## src/core/sacs_defines.vh

```
// Shared constants of the serial converter control sequencer.
`ifndef SACS_DEFINES_VH
`define SACS_DEFINES_VH

// Field widths.
`define SACS_ADDR_BITS      5
`define SACS_RESULT_BITS    8
`define SACS_FALL_CNT_BITS  4
`define SACS_CONV_CNT_BITS  6

// Select recognition: rising system clock edges before the final fall.
`define SACS_CS_RISES       2'h2

// Transfer clock frame positions, counted in edges.
`define SACS_ADDR_EDGES     4'h5
`define SACS_SAMPLE_FALL    4'h5
`define SACS_HOLD_FALL      4'h8
`define SACS_LAST_SHIFT     4'h7

// Conversion timing in system clock cycles.
`define SACS_CONV_CYCLES    6'h24
`define SACS_BIT_SLOT_LAST  2'h3
`define SACS_BIT_STEPS      4'h8

// Self-test channel address and reset values.
`define SACS_SELF_TEST_ADDR 5'h13
`define SACS_RESULT_RESET   8'h00
`define SACS_ADDR_RESET     5'h00

`endif

```

## src/core/sacs_top.v

```verilog
// Control, serial interface and conversion sequencer of the converter.
//
// Contract
// - Select high: output floating, inputs ignored.
// - Select seen after two rises, one fall.
// - Recognised low select presents result MSB.
// - Five address bits, MSB first, on rises.
// - First five falls shift bits two-six.
// - Sampling of new channel after fifth fall.
// - Sixth and seventh falls shift bits seven-eight.
// - Eighth fall holds; convert over 36 cycles.
// - Select may stay low across conversions.
// - Recognised select fall aborts running conversion.
// - New full access aborts; old result returned.
// - Shared clock: first two clocks recognise select.
// - Shared clock, select high: clock converts.
// - Strobed start: eighth fall starts hold, conversion.
// - Both clocks independent of each other.
// - Address 10011 selects internal self-test voltage.
`include "sacs_defines.vh"

module sacs_top (
   // Clock and reset.
   input  wire       mclk,
   input  wire       resetn,
   // Serial control pins from the host.
   input  wire       select_n,
   input  wire       addr_in,
   input  wire       transfer_clock,
   input  wire       system_clock,
   // Strap: one clock pin serves as both transfer and system clock.
   input  wire       shared_clock_mode,
   // Serial data output, three-state as level and enable.
   output reg        data_out,
   output reg        data_oe,
   // Analog front end control.
   output reg  [4:0] mux_channel,
   output reg        self_test_channel,
   output reg        sample_en,
   output reg        hold_en,
   output reg  [7:0] dac_code,
   input  wire       cmp_above,
   // Status.
   output reg        conv_busy,
   output reg  [7:0] result
);

   // Synchronised pins.
   wire       cs_lvl;
   wire       io_rise;
   wire       io_fall;
   wire       sys_rise;
   wire       sys_fall;
   wire       addr_lvl;
   wire       cmp_lvl;
   wire       mode_lvl;

   // Select recognition.
   reg        cs_low;
   reg  [1:0] cs_stage;
   reg        rec_low;

   // Frame state.
   reg  [3:0] rise_cnt;
   reg  [3:0] fall_cnt;
   reg  [4:0] addr_shift;
   reg  [7:0] out_shift;

   // Conversion state.
   reg  [5:0] conv_cnt;
   reg  [7:0] sar;

   wire       clk_rise;
   wire       clk_fall;
   wire       conv_tick;
   wire       io_ok_rise;
   wire       io_ok_fall;
   wire [3:0] step;
   wire       decide;
   wire [7:0] sar_dec;

   // Trial bit of a successive approximation step.
   function [7:0] bit_mask;
      input [3:0] k;
      begin
         bit_mask = 8'h80 >> k[2:0];
      end
   endfunction

   // Every pin is foreign to mclk and is synchronised first.
   // Each pin reaches the logic three mclk cycles after it moves, so a
   // pulse on a clock pin shorter than one mclk period may be lost.
   // Select and the clock pins share that delay, so their order holds.
   sacs_sync #(.RESET_LEVEL(1'b1)) u_sync_cs (
      .mclk   (mclk),
      .resetn (resetn),
      .pin    (select_n),
      .level  (cs_lvl),
      .rise   (),
      .fall   ()
   );

   sacs_sync u_sync_io (
      .mclk   (mclk),
      .resetn (resetn),
      .pin    (transfer_clock),
      .level  (),
      .rise   (io_rise),
      .fall   (io_fall)
   );

   sacs_sync u_sync_sys (
      .mclk   (mclk),
      .resetn (resetn),
      .pin    (system_clock),
      .level  (),
      .rise   (sys_rise),
      .fall   (sys_fall)
   );

   sacs_sync u_sync_addr (
      .mclk   (mclk),
      .resetn (resetn),
      .pin    (addr_in),
      .level  (addr_lvl),
      .rise   (),
      .fall   ()
   );

   sacs_sync u_sync_cmp (
      .mclk   (mclk),
      .resetn (resetn),
      .pin    (cmp_above),
      .level  (cmp_lvl),
      .rise   (),
      .fall   ()
   );

   sacs_sync u_sync_mode (
      .mclk   (mclk),
      .resetn (resetn),
      .pin    (shared_clock_mode),
      .level  (mode_lvl),
      .rise   (),
      .fall   ()
   );

   // In shared mode the transfer clock pin is also the system clock.
   // The system clock pin is then ignored; the strap must stay fixed
   // while the block runs, as a change in mid-frame breaks the count.
   assign clk_rise = mode_lvl ? io_rise : sys_rise;
   assign clk_fall = mode_lvl ? io_fall : sys_fall;

   // Shared mode converts only while select is recognised high.
   // A conversion started in shared mode therefore waits, frozen, until
   // the host raises select and the device recognises it.
   assign conv_tick = mode_lvl ? (io_rise & ~cs_low) : sys_rise;

   // Transfer edges count only once a low select is recognised, and not
   // in the very cycle of recognition, so the clocks that recognise select
   // in shared mode never shift an address bit.
   assign io_ok_rise = cs_low & ~rec_low & io_rise;
   assign io_ok_fall = cs_low & ~rec_low & io_fall;

   // Four system clocks per result bit; the last slot of each decides.
   // The comparator is synchronised, so the first three slots give the
   // trial code time to settle and cross into mclk. Eight bits take 32
   // clocks and the remaining four pad the conversion to its full length.
   assign step    = conv_cnt[5:2];
   assign decide  = (conv_cnt[1:0] == `SACS_BIT_SLOT_LAST) &&
                    (step < `SACS_BIT_STEPS);
   assign sar_dec = cmp_lvl ? (sar | bit_mask(step)) : sar;

   // A select change counts only after two rises and then a fall of the
   // system clock; bouncing back restarts the wait.
   // This wait is the only filter against a noisy select; a glitch
   // shorter than one system clock period is never recognised.
   always @(posedge mclk or negedge resetn) begin
      if (!resetn) begin
         cs_low   <= 1'b0;
         cs_stage <= 2'h0;
         rec_low  <= 1'b0;
      end else begin
         rec_low <= 1'b0;
         if (cs_lvl != cs_low) begin
            cs_stage <= 2'h0;
         end else if (cs_stage < `SACS_CS_RISES) begin
            if (clk_rise) begin
               cs_stage <= cs_stage + 2'h1;
            end
         end else if (clk_fall) begin
            cs_stage <= 2'h0;
            cs_low   <= ~cs_lvl;
            rec_low  <= ~cs_lvl;
         end
      end
   end

   // Frame, output shifter and conversion share one process so that the
   // priority between abort, restart and completion is explicit.
   // Limitation: a frame cut short by raising select leaves its counters
   // and sampling as they stand until the next recognised fall of select.
   // A system clock edge that meets an abort or restart is not counted,
   // which only touches the conversion that is being discarded.
   always @(posedge mclk or negedge resetn) begin
      if (!resetn) begin
         data_out          <= 1'b0;
         data_oe           <= 1'b0;
         mux_channel       <= `SACS_ADDR_RESET;
         self_test_channel <= 1'b0;
         sample_en         <= 1'b0;
         hold_en           <= 1'b0;
         dac_code          <= 8'h00;
         conv_busy         <= 1'b0;
         result            <= `SACS_RESULT_RESET;
         rise_cnt          <= 4'h0;
         fall_cnt          <= 4'h0;
         addr_shift        <= `SACS_ADDR_RESET;
         out_shift         <= `SACS_RESULT_RESET;
         conv_cnt          <= 6'h00;
         sar               <= 8'h00;
      end else begin
         data_oe <= cs_low;
         if (rec_low) begin
            // A recognised fall of select resets the sequencer.
            // The result register is left alone, so an aborted
            // conversion still returns the last completed word.
            conv_busy <= 1'b0;
            hold_en   <= 1'b0;
            sample_en <= 1'b0;
            rise_cnt  <= 4'h0;
            fall_cnt  <= 4'h0;
            out_shift <= result;
            data_out  <= result[7];
            data_oe   <= 1'b1;
         end else if (cs_low && io_ok_fall &&
                      fall_cnt == `SACS_HOLD_FALL - 4'h1) begin
            // Eighth fall: hold and restart conversion, even over a
            // running one; the old result stays.
            sample_en <= 1'b0;
            hold_en   <= 1'b1;
            conv_busy <= 1'b1;
            conv_cnt  <= 6'h00;
            sar       <= 8'h00;
            dac_code  <= bit_mask(4'h0);
            rise_cnt  <= 4'h0;
            fall_cnt  <= 4'h0;
            // Next frame with select held low starts on the last result.
            out_shift <= result;
            data_out  <= result[7];
         end else begin
            if (io_ok_rise && rise_cnt < `SACS_ADDR_EDGES) begin
               addr_shift <= {addr_shift[3:0], addr_lvl};
               rise_cnt   <= rise_cnt + 4'h1;
            end
            if (io_ok_fall) begin
               fall_cnt <= fall_cnt + 4'h1;
               if (fall_cnt < `SACS_LAST_SHIFT) begin
                  // Falls one to seven shift bits two to eight.
                  data_out  <= out_shift[6];
                  out_shift <= {out_shift[6:0], 1'b0};
               end
               if (fall_cnt == `SACS_SAMPLE_FALL - 4'h1) begin
                  // Sampling opens after the fifth fall and runs until the
                  // eighth, which a strobing host may delay at will.
                  mux_channel <= addr_shift;
                  self_test_channel <=
                     (addr_shift == `SACS_SELF_TEST_ADDR);
                  sample_en   <= 1'b1;
               end
            end
            if (conv_busy && conv_tick) begin
               conv_cnt <= conv_cnt + 6'h01;
               if (decide) begin
                  sar <= sar_dec;
                  if (step < `SACS_BIT_STEPS - 4'h1) begin
                     dac_code <= sar_dec | bit_mask(step + 4'h1);
                  end else begin
                     dac_code <= sar_dec;
                  end
               end
               if (conv_cnt == `SACS_CONV_CYCLES - 6'h01) begin
                  // Conversion done after 36 system clocks.
                  result    <= sar;
                  conv_busy <= 1'b0;
                  hold_en   <= 1'b0;
                  // Idle frame under a held select shows the new MSB.
                  // A frame already under way keeps shifting the old
                  // result, so the host never sees a word torn in two.
                  if (cs_low && rise_cnt == 4'h0 && fall_cnt == 4'h0) begin
                     out_shift <= sar;
                     data_out  <= sar[7];
                  end
               end
            end
         end
      end
   end

endmodule // sacs_top

```

## src/core/sacs_sync.v

```verilog
// Two-flop synchroniser with a registered level and edge pulses.
module sacs_sync #(
   parameter RESET_LEVEL = 1'b0
) (
   // Clock and reset.
   input  wire mclk,
   input  wire resetn,
   // Asynchronous pin.
   input  wire pin,
   // Synchronised level and one-cycle edge pulses.
   output reg  level,
   output reg  rise,
   output reg  fall
);

   reg meta;
   reg stage2;

   // The first flop feeds only the second; edges are taken after stage2.
   always @(posedge mclk or negedge resetn) begin
      if (!resetn) begin
         meta   <= RESET_LEVEL;
         stage2 <= RESET_LEVEL;
         level  <= RESET_LEVEL;
         rise   <= 1'b0;
         fall   <= 1'b0;
      end else begin
         meta   <= pin;
         stage2 <= meta;
         level  <= stage2;
         rise   <= stage2 & ~level;
         fall   <= ~stage2 & level;
      end
   end

endmodule // sacs_sync

```

## config.mk

```make
export PLATFORM = sky130hd
export DESIGN_NAME = sacs_top
export DESIGN_NICKNAME = d
export VERILOG_FILES = /design/src/core/sacs_top.v /design/src/core/sacs_sync.v
export VERILOG_INCLUDE_DIRS = /design/src /design/src/core
export SDC_FILE = /design/constraint.sdc
export NUM_CORES = 1
export LEC_CHECK = 0
export BUFFER_PORTS_ARGS = -buffer_cell sky130_fd_sc_hd__buf_4
export CAP_MARGIN = 15
export CORE_MARGIN = 3
export CORE_UTILIZATION = 40
export DETAILED_ROUTE_END_ITERATION = 10
export PLACE_DENSITY = 0.69
export SLEW_MARGIN = 5
export SYNTH_ARGS = -nofsm -noshare
export SYNTH_HDL_FRONTEND = slang
export SYNTH_SLANG_ARGS = --single-unit
```

## constraint.sdc

```tcl
create_clock -name mclk -period 3.7 [get_ports mclk]
set_input_delay 0.37 -clock mclk [delete_from_list [all_inputs] [get_ports mclk]]
set_output_delay 0.37 -clock mclk [all_outputs]
set_load 0.01 [all_outputs]
```

==> flow_summary_export.csv <==
group,metric,value,unit
timing,finalSetupTns,0,ns
finish,n_antenna_cell,0,
floorplanning,floorplan.core_area,0.008891,mm^2
placed_design,detailed_place_hpwl,4.514,mm
finish,drive_above_1_share,0.2486,
clocking,tritoncts,"yes",
route,firstDrtPassIters,4,
floorplanning,die_height,102.5,um
timing,maxSlewHeadroom,0.3033,
timing,report.final.hold_viol_count,0,
critical_path,worstPathArrival,2.48,ns
finish,final_stage_net_count,357,
pwr,report.power.total,1816,uW
clocking,post_cts.resized_instances,0,
global_route,grt_remaining_overflow,0,
global_route,grt_max_degree,87,
critical_path,setup.worst_path.class,"reg -> reg",
clocking,post_cts_hold_buffer_count,0,
timing,final.period_utilization,0.6085,
clocking,htreeDepth,3,
route,drt_first_iter_violations,171,
clocking,cts_root_buffer,"clkbuf_8",
yosys,synth_edf_count,0,
route,ant_nets,0,
timing,skew,0.007325,ns
route,drc,0,
timing,tightest_slew,1.045,ns
clocking,clkSinkCount,86,
clocking,clock_transition_at_the_registers_of_the_reported_paths,0.09,ns
clocking,cts_buffers,9,
timing,grt_setup_unrepaired,"false",
timing,slew_viol_final,0,
yosys,netlist_instances,312,
route,wirelength,6.451,mm
timing,fin_crit,2.251,ns
route,routedWlPerCell,14.21,um
outcome,status,"complete, no violations",
timing,clock.fmax,444.2,MHz
worst_hold_path,holdPathStages,1,
floorplanning,design.die.area,0.01050,mm^2
yosys,synth_cell_types,48,
timing,setup-violations-final,0,
finish,fill_cell_total_of_the_finished_layout,815,
global_route,antenna_found_initial,0,
yosys,yosys_most_used_dff,"dfrtp_1",
placed_design,port_buffers,34,
finish,sequential_cell_area,0.002156,mm^2
yosys,postSynthAreaPerCell,11.93,um^2
clocking,clk_path_buf_depth,2,
global_route,grt_first_pass_wirelength,11.33,mm
yosys,syn-cell-area,0.003722,mm^2
yosys,postSynth.asyncResetShare,1.000,
floorplanning,io_pins,35,
yosys,synth_seq_cells,86,
route,route.detailed.vias_per_inst,5.194,
job,drv.max_cap_violation_count,0,
worst_hold_path,holdCritPathClass,"in -> reg",
finish,area_growth,12.77,%
critical_path,crit_fanout,11,
critical_path,reg2reg_depth,5,
critical_path,setup.worst_path.start_class,"register",
pwr,power_per_cell_area,432.7,mW/mm^2
floorplanning,fp.dieW,102.5,um
floorplanning,num_rows,34,
yosys,yosys_warnings,0,
yosys,synth_seq_area_share,0.5792,
clocking,post-cts-setup-buffers,0,
global_route,grt_util_all_layers,0.1366,
route,vias,2358,
finish,multi_input_gate_area,0.001448,mm^2
pwr,ir_drop,0.2340,mV
pwr,leakagePower,0.002036,uW
clocking,clock_insertion_delay_worst_skew,0.35,ns
placed_design,place.gp.congestion,0.8596,
floorplanning,initial_core_utilization,0.4187,
critical_path,end_kind,"register",
critical_path,required,3.93,ns
global_route,first_global_vias,2399,
yosys,net_count_of_the_mapped_netlist,328,
## placed cells by master (no fill, tap or decap), types with 2 or more instances in the layout
cell        Yosys  layout
buf_4           2      34
mux2i_1         9       9
nand2_1        22      22
dfrtp_1        83      83
or2_2           2       2
nor2b_1        11      11
inv_1           8       8
inv_6           0       2
dfstp_2         3       3
nand2b_1        5       5
a21oi_1         9       9
clkinvlp_4      0       2
nand4_1         3       3
or3_1           2       2
o2bb2ai_1       7       7
and4b_1         2       2
nor2_1         27      27
xor2_1          4       4
nand3_1         5       5
o21ai_0        14      14
mux2_2         27      27
nor3_4          2       2
and2_1          3       3
nor3_1          5       5
clkbuf_8        0       9
a31oi_1         7       7
xnor2_1         4       4
nand3b_1        2       2
a221oi_1        4       4
ha_1            8       8
## stage by stage
| step | hold slack, ns | area [um^2] | cells | utilization | setup WS, ns |
|---|---|---|---|---|---|
| floorplan | 0.07441 | 3722 | 312 | - | 1.832 |
| finish | 0.1221 | 4198 | 454 | 0.4721 | 1.449 |
| detailed placement | 0.3347 | 4024 | 438 | 0.4526 | 1.447 |
| global placement | 0.3326 | 4024 | 438 | 0.4526 | 1.488 |
| global route | 0.1008 | 4198 | 454 | 0.4721 | 1.325 |
| CTS | 0.1058 | 4198 | 454 | 0.4721 | 1.439 |
## registers in the layout (all words and copies together), names as in the netlist, 2 cells and up
name	count
cs_stage	2
sar	8
fall_cnt	4
rise_cnt	4
addr_shift	5
conv_cnt	6
result	8
mux_channel	5
dac_code	8
out_shift	7
## cells in the mapped netlist (5+ instances only)
master	instances	area, um^2
inv_1	8	30.03
mux2i_1	9	90.09
ha_1	8	100.1
a31oi_1	7	43.79
buf_2	5	25.02
nand3_1	5	25.02
nor2b_1	11	68.82
dfrtp_1	83	2077
mux2_2	27	304.0
o21ai_0	14	70.07
a21oi_1	9	45.04
o2bb2ai_1	7	61.31
nand2_1	22	82.58
nor2_1	27	101.4
clkbuf_1	7	26.28
nand2b_1	5	31.28
nor3_1	5	25.02
## critical path, stage by stage, from the launching register on
cell and delay, ns:
dfrtp_1 0.49, nand3b_1 0.20, a21bo_1 0.34, or3_1 0.64, mux2i_1 0.18, mux2_1 0.29
## routing by layer
metal,up-vias,share of wire,global-route usage
met5,-,0,0
met1,1151,0.49,0.1910
li1,1153,-,-
met4,0,0.021,0.06256
met2,43,0.45,0.2046
met3,11,0.039,0.02867
## final cells by class
cell class | instances | area share
clock buffer | 10 | 0.03040
clock inverter | 6 | 0.01103
inverter | 8 | 0.007153
multi-input combinational | 202 | 0.3449
sequential | 86 | 0.5136
tap | 108 | 0.03219
timing repair buffer | 34 | 0.06080
## report_power, final
part	internal (uW)	switching, uW
Clock	249	336
Combinational	85.1	96.4
Sequential	997	52.8
## cell families after synthesis
group	count (synthesis)	share of synthesized area
and+or+nand+nor	98	0.1429
DFF	86	0.5792
AOI/OAI and AO/OA	51	0.09143
muxes	37	0.1089
buffers and inverters	24	0.03193
xor gates and xnor gates	8	0.01882
adders and majority gates	8	0.02689
## path summary, 6_finish.rpt
kind / startpoint / to / slack [ns]
worst min register to register: u_sync_cmp.meta / u_sync_cmp.stage2 / 0.35
worst min-delay path: shared_clock_mode / u_sync_mode.meta / 0.12
max in group asynchronous: resetn / u_sync_mode.level / 2.82
worst max-delay path: cs_low / out_shift[0] / 1.45
min in group asynchronous: resetn / result[2] / 0.17
worst max register to register: cs_low / out_shift[0] / 1.45
(Power assumes the default switching activity.)
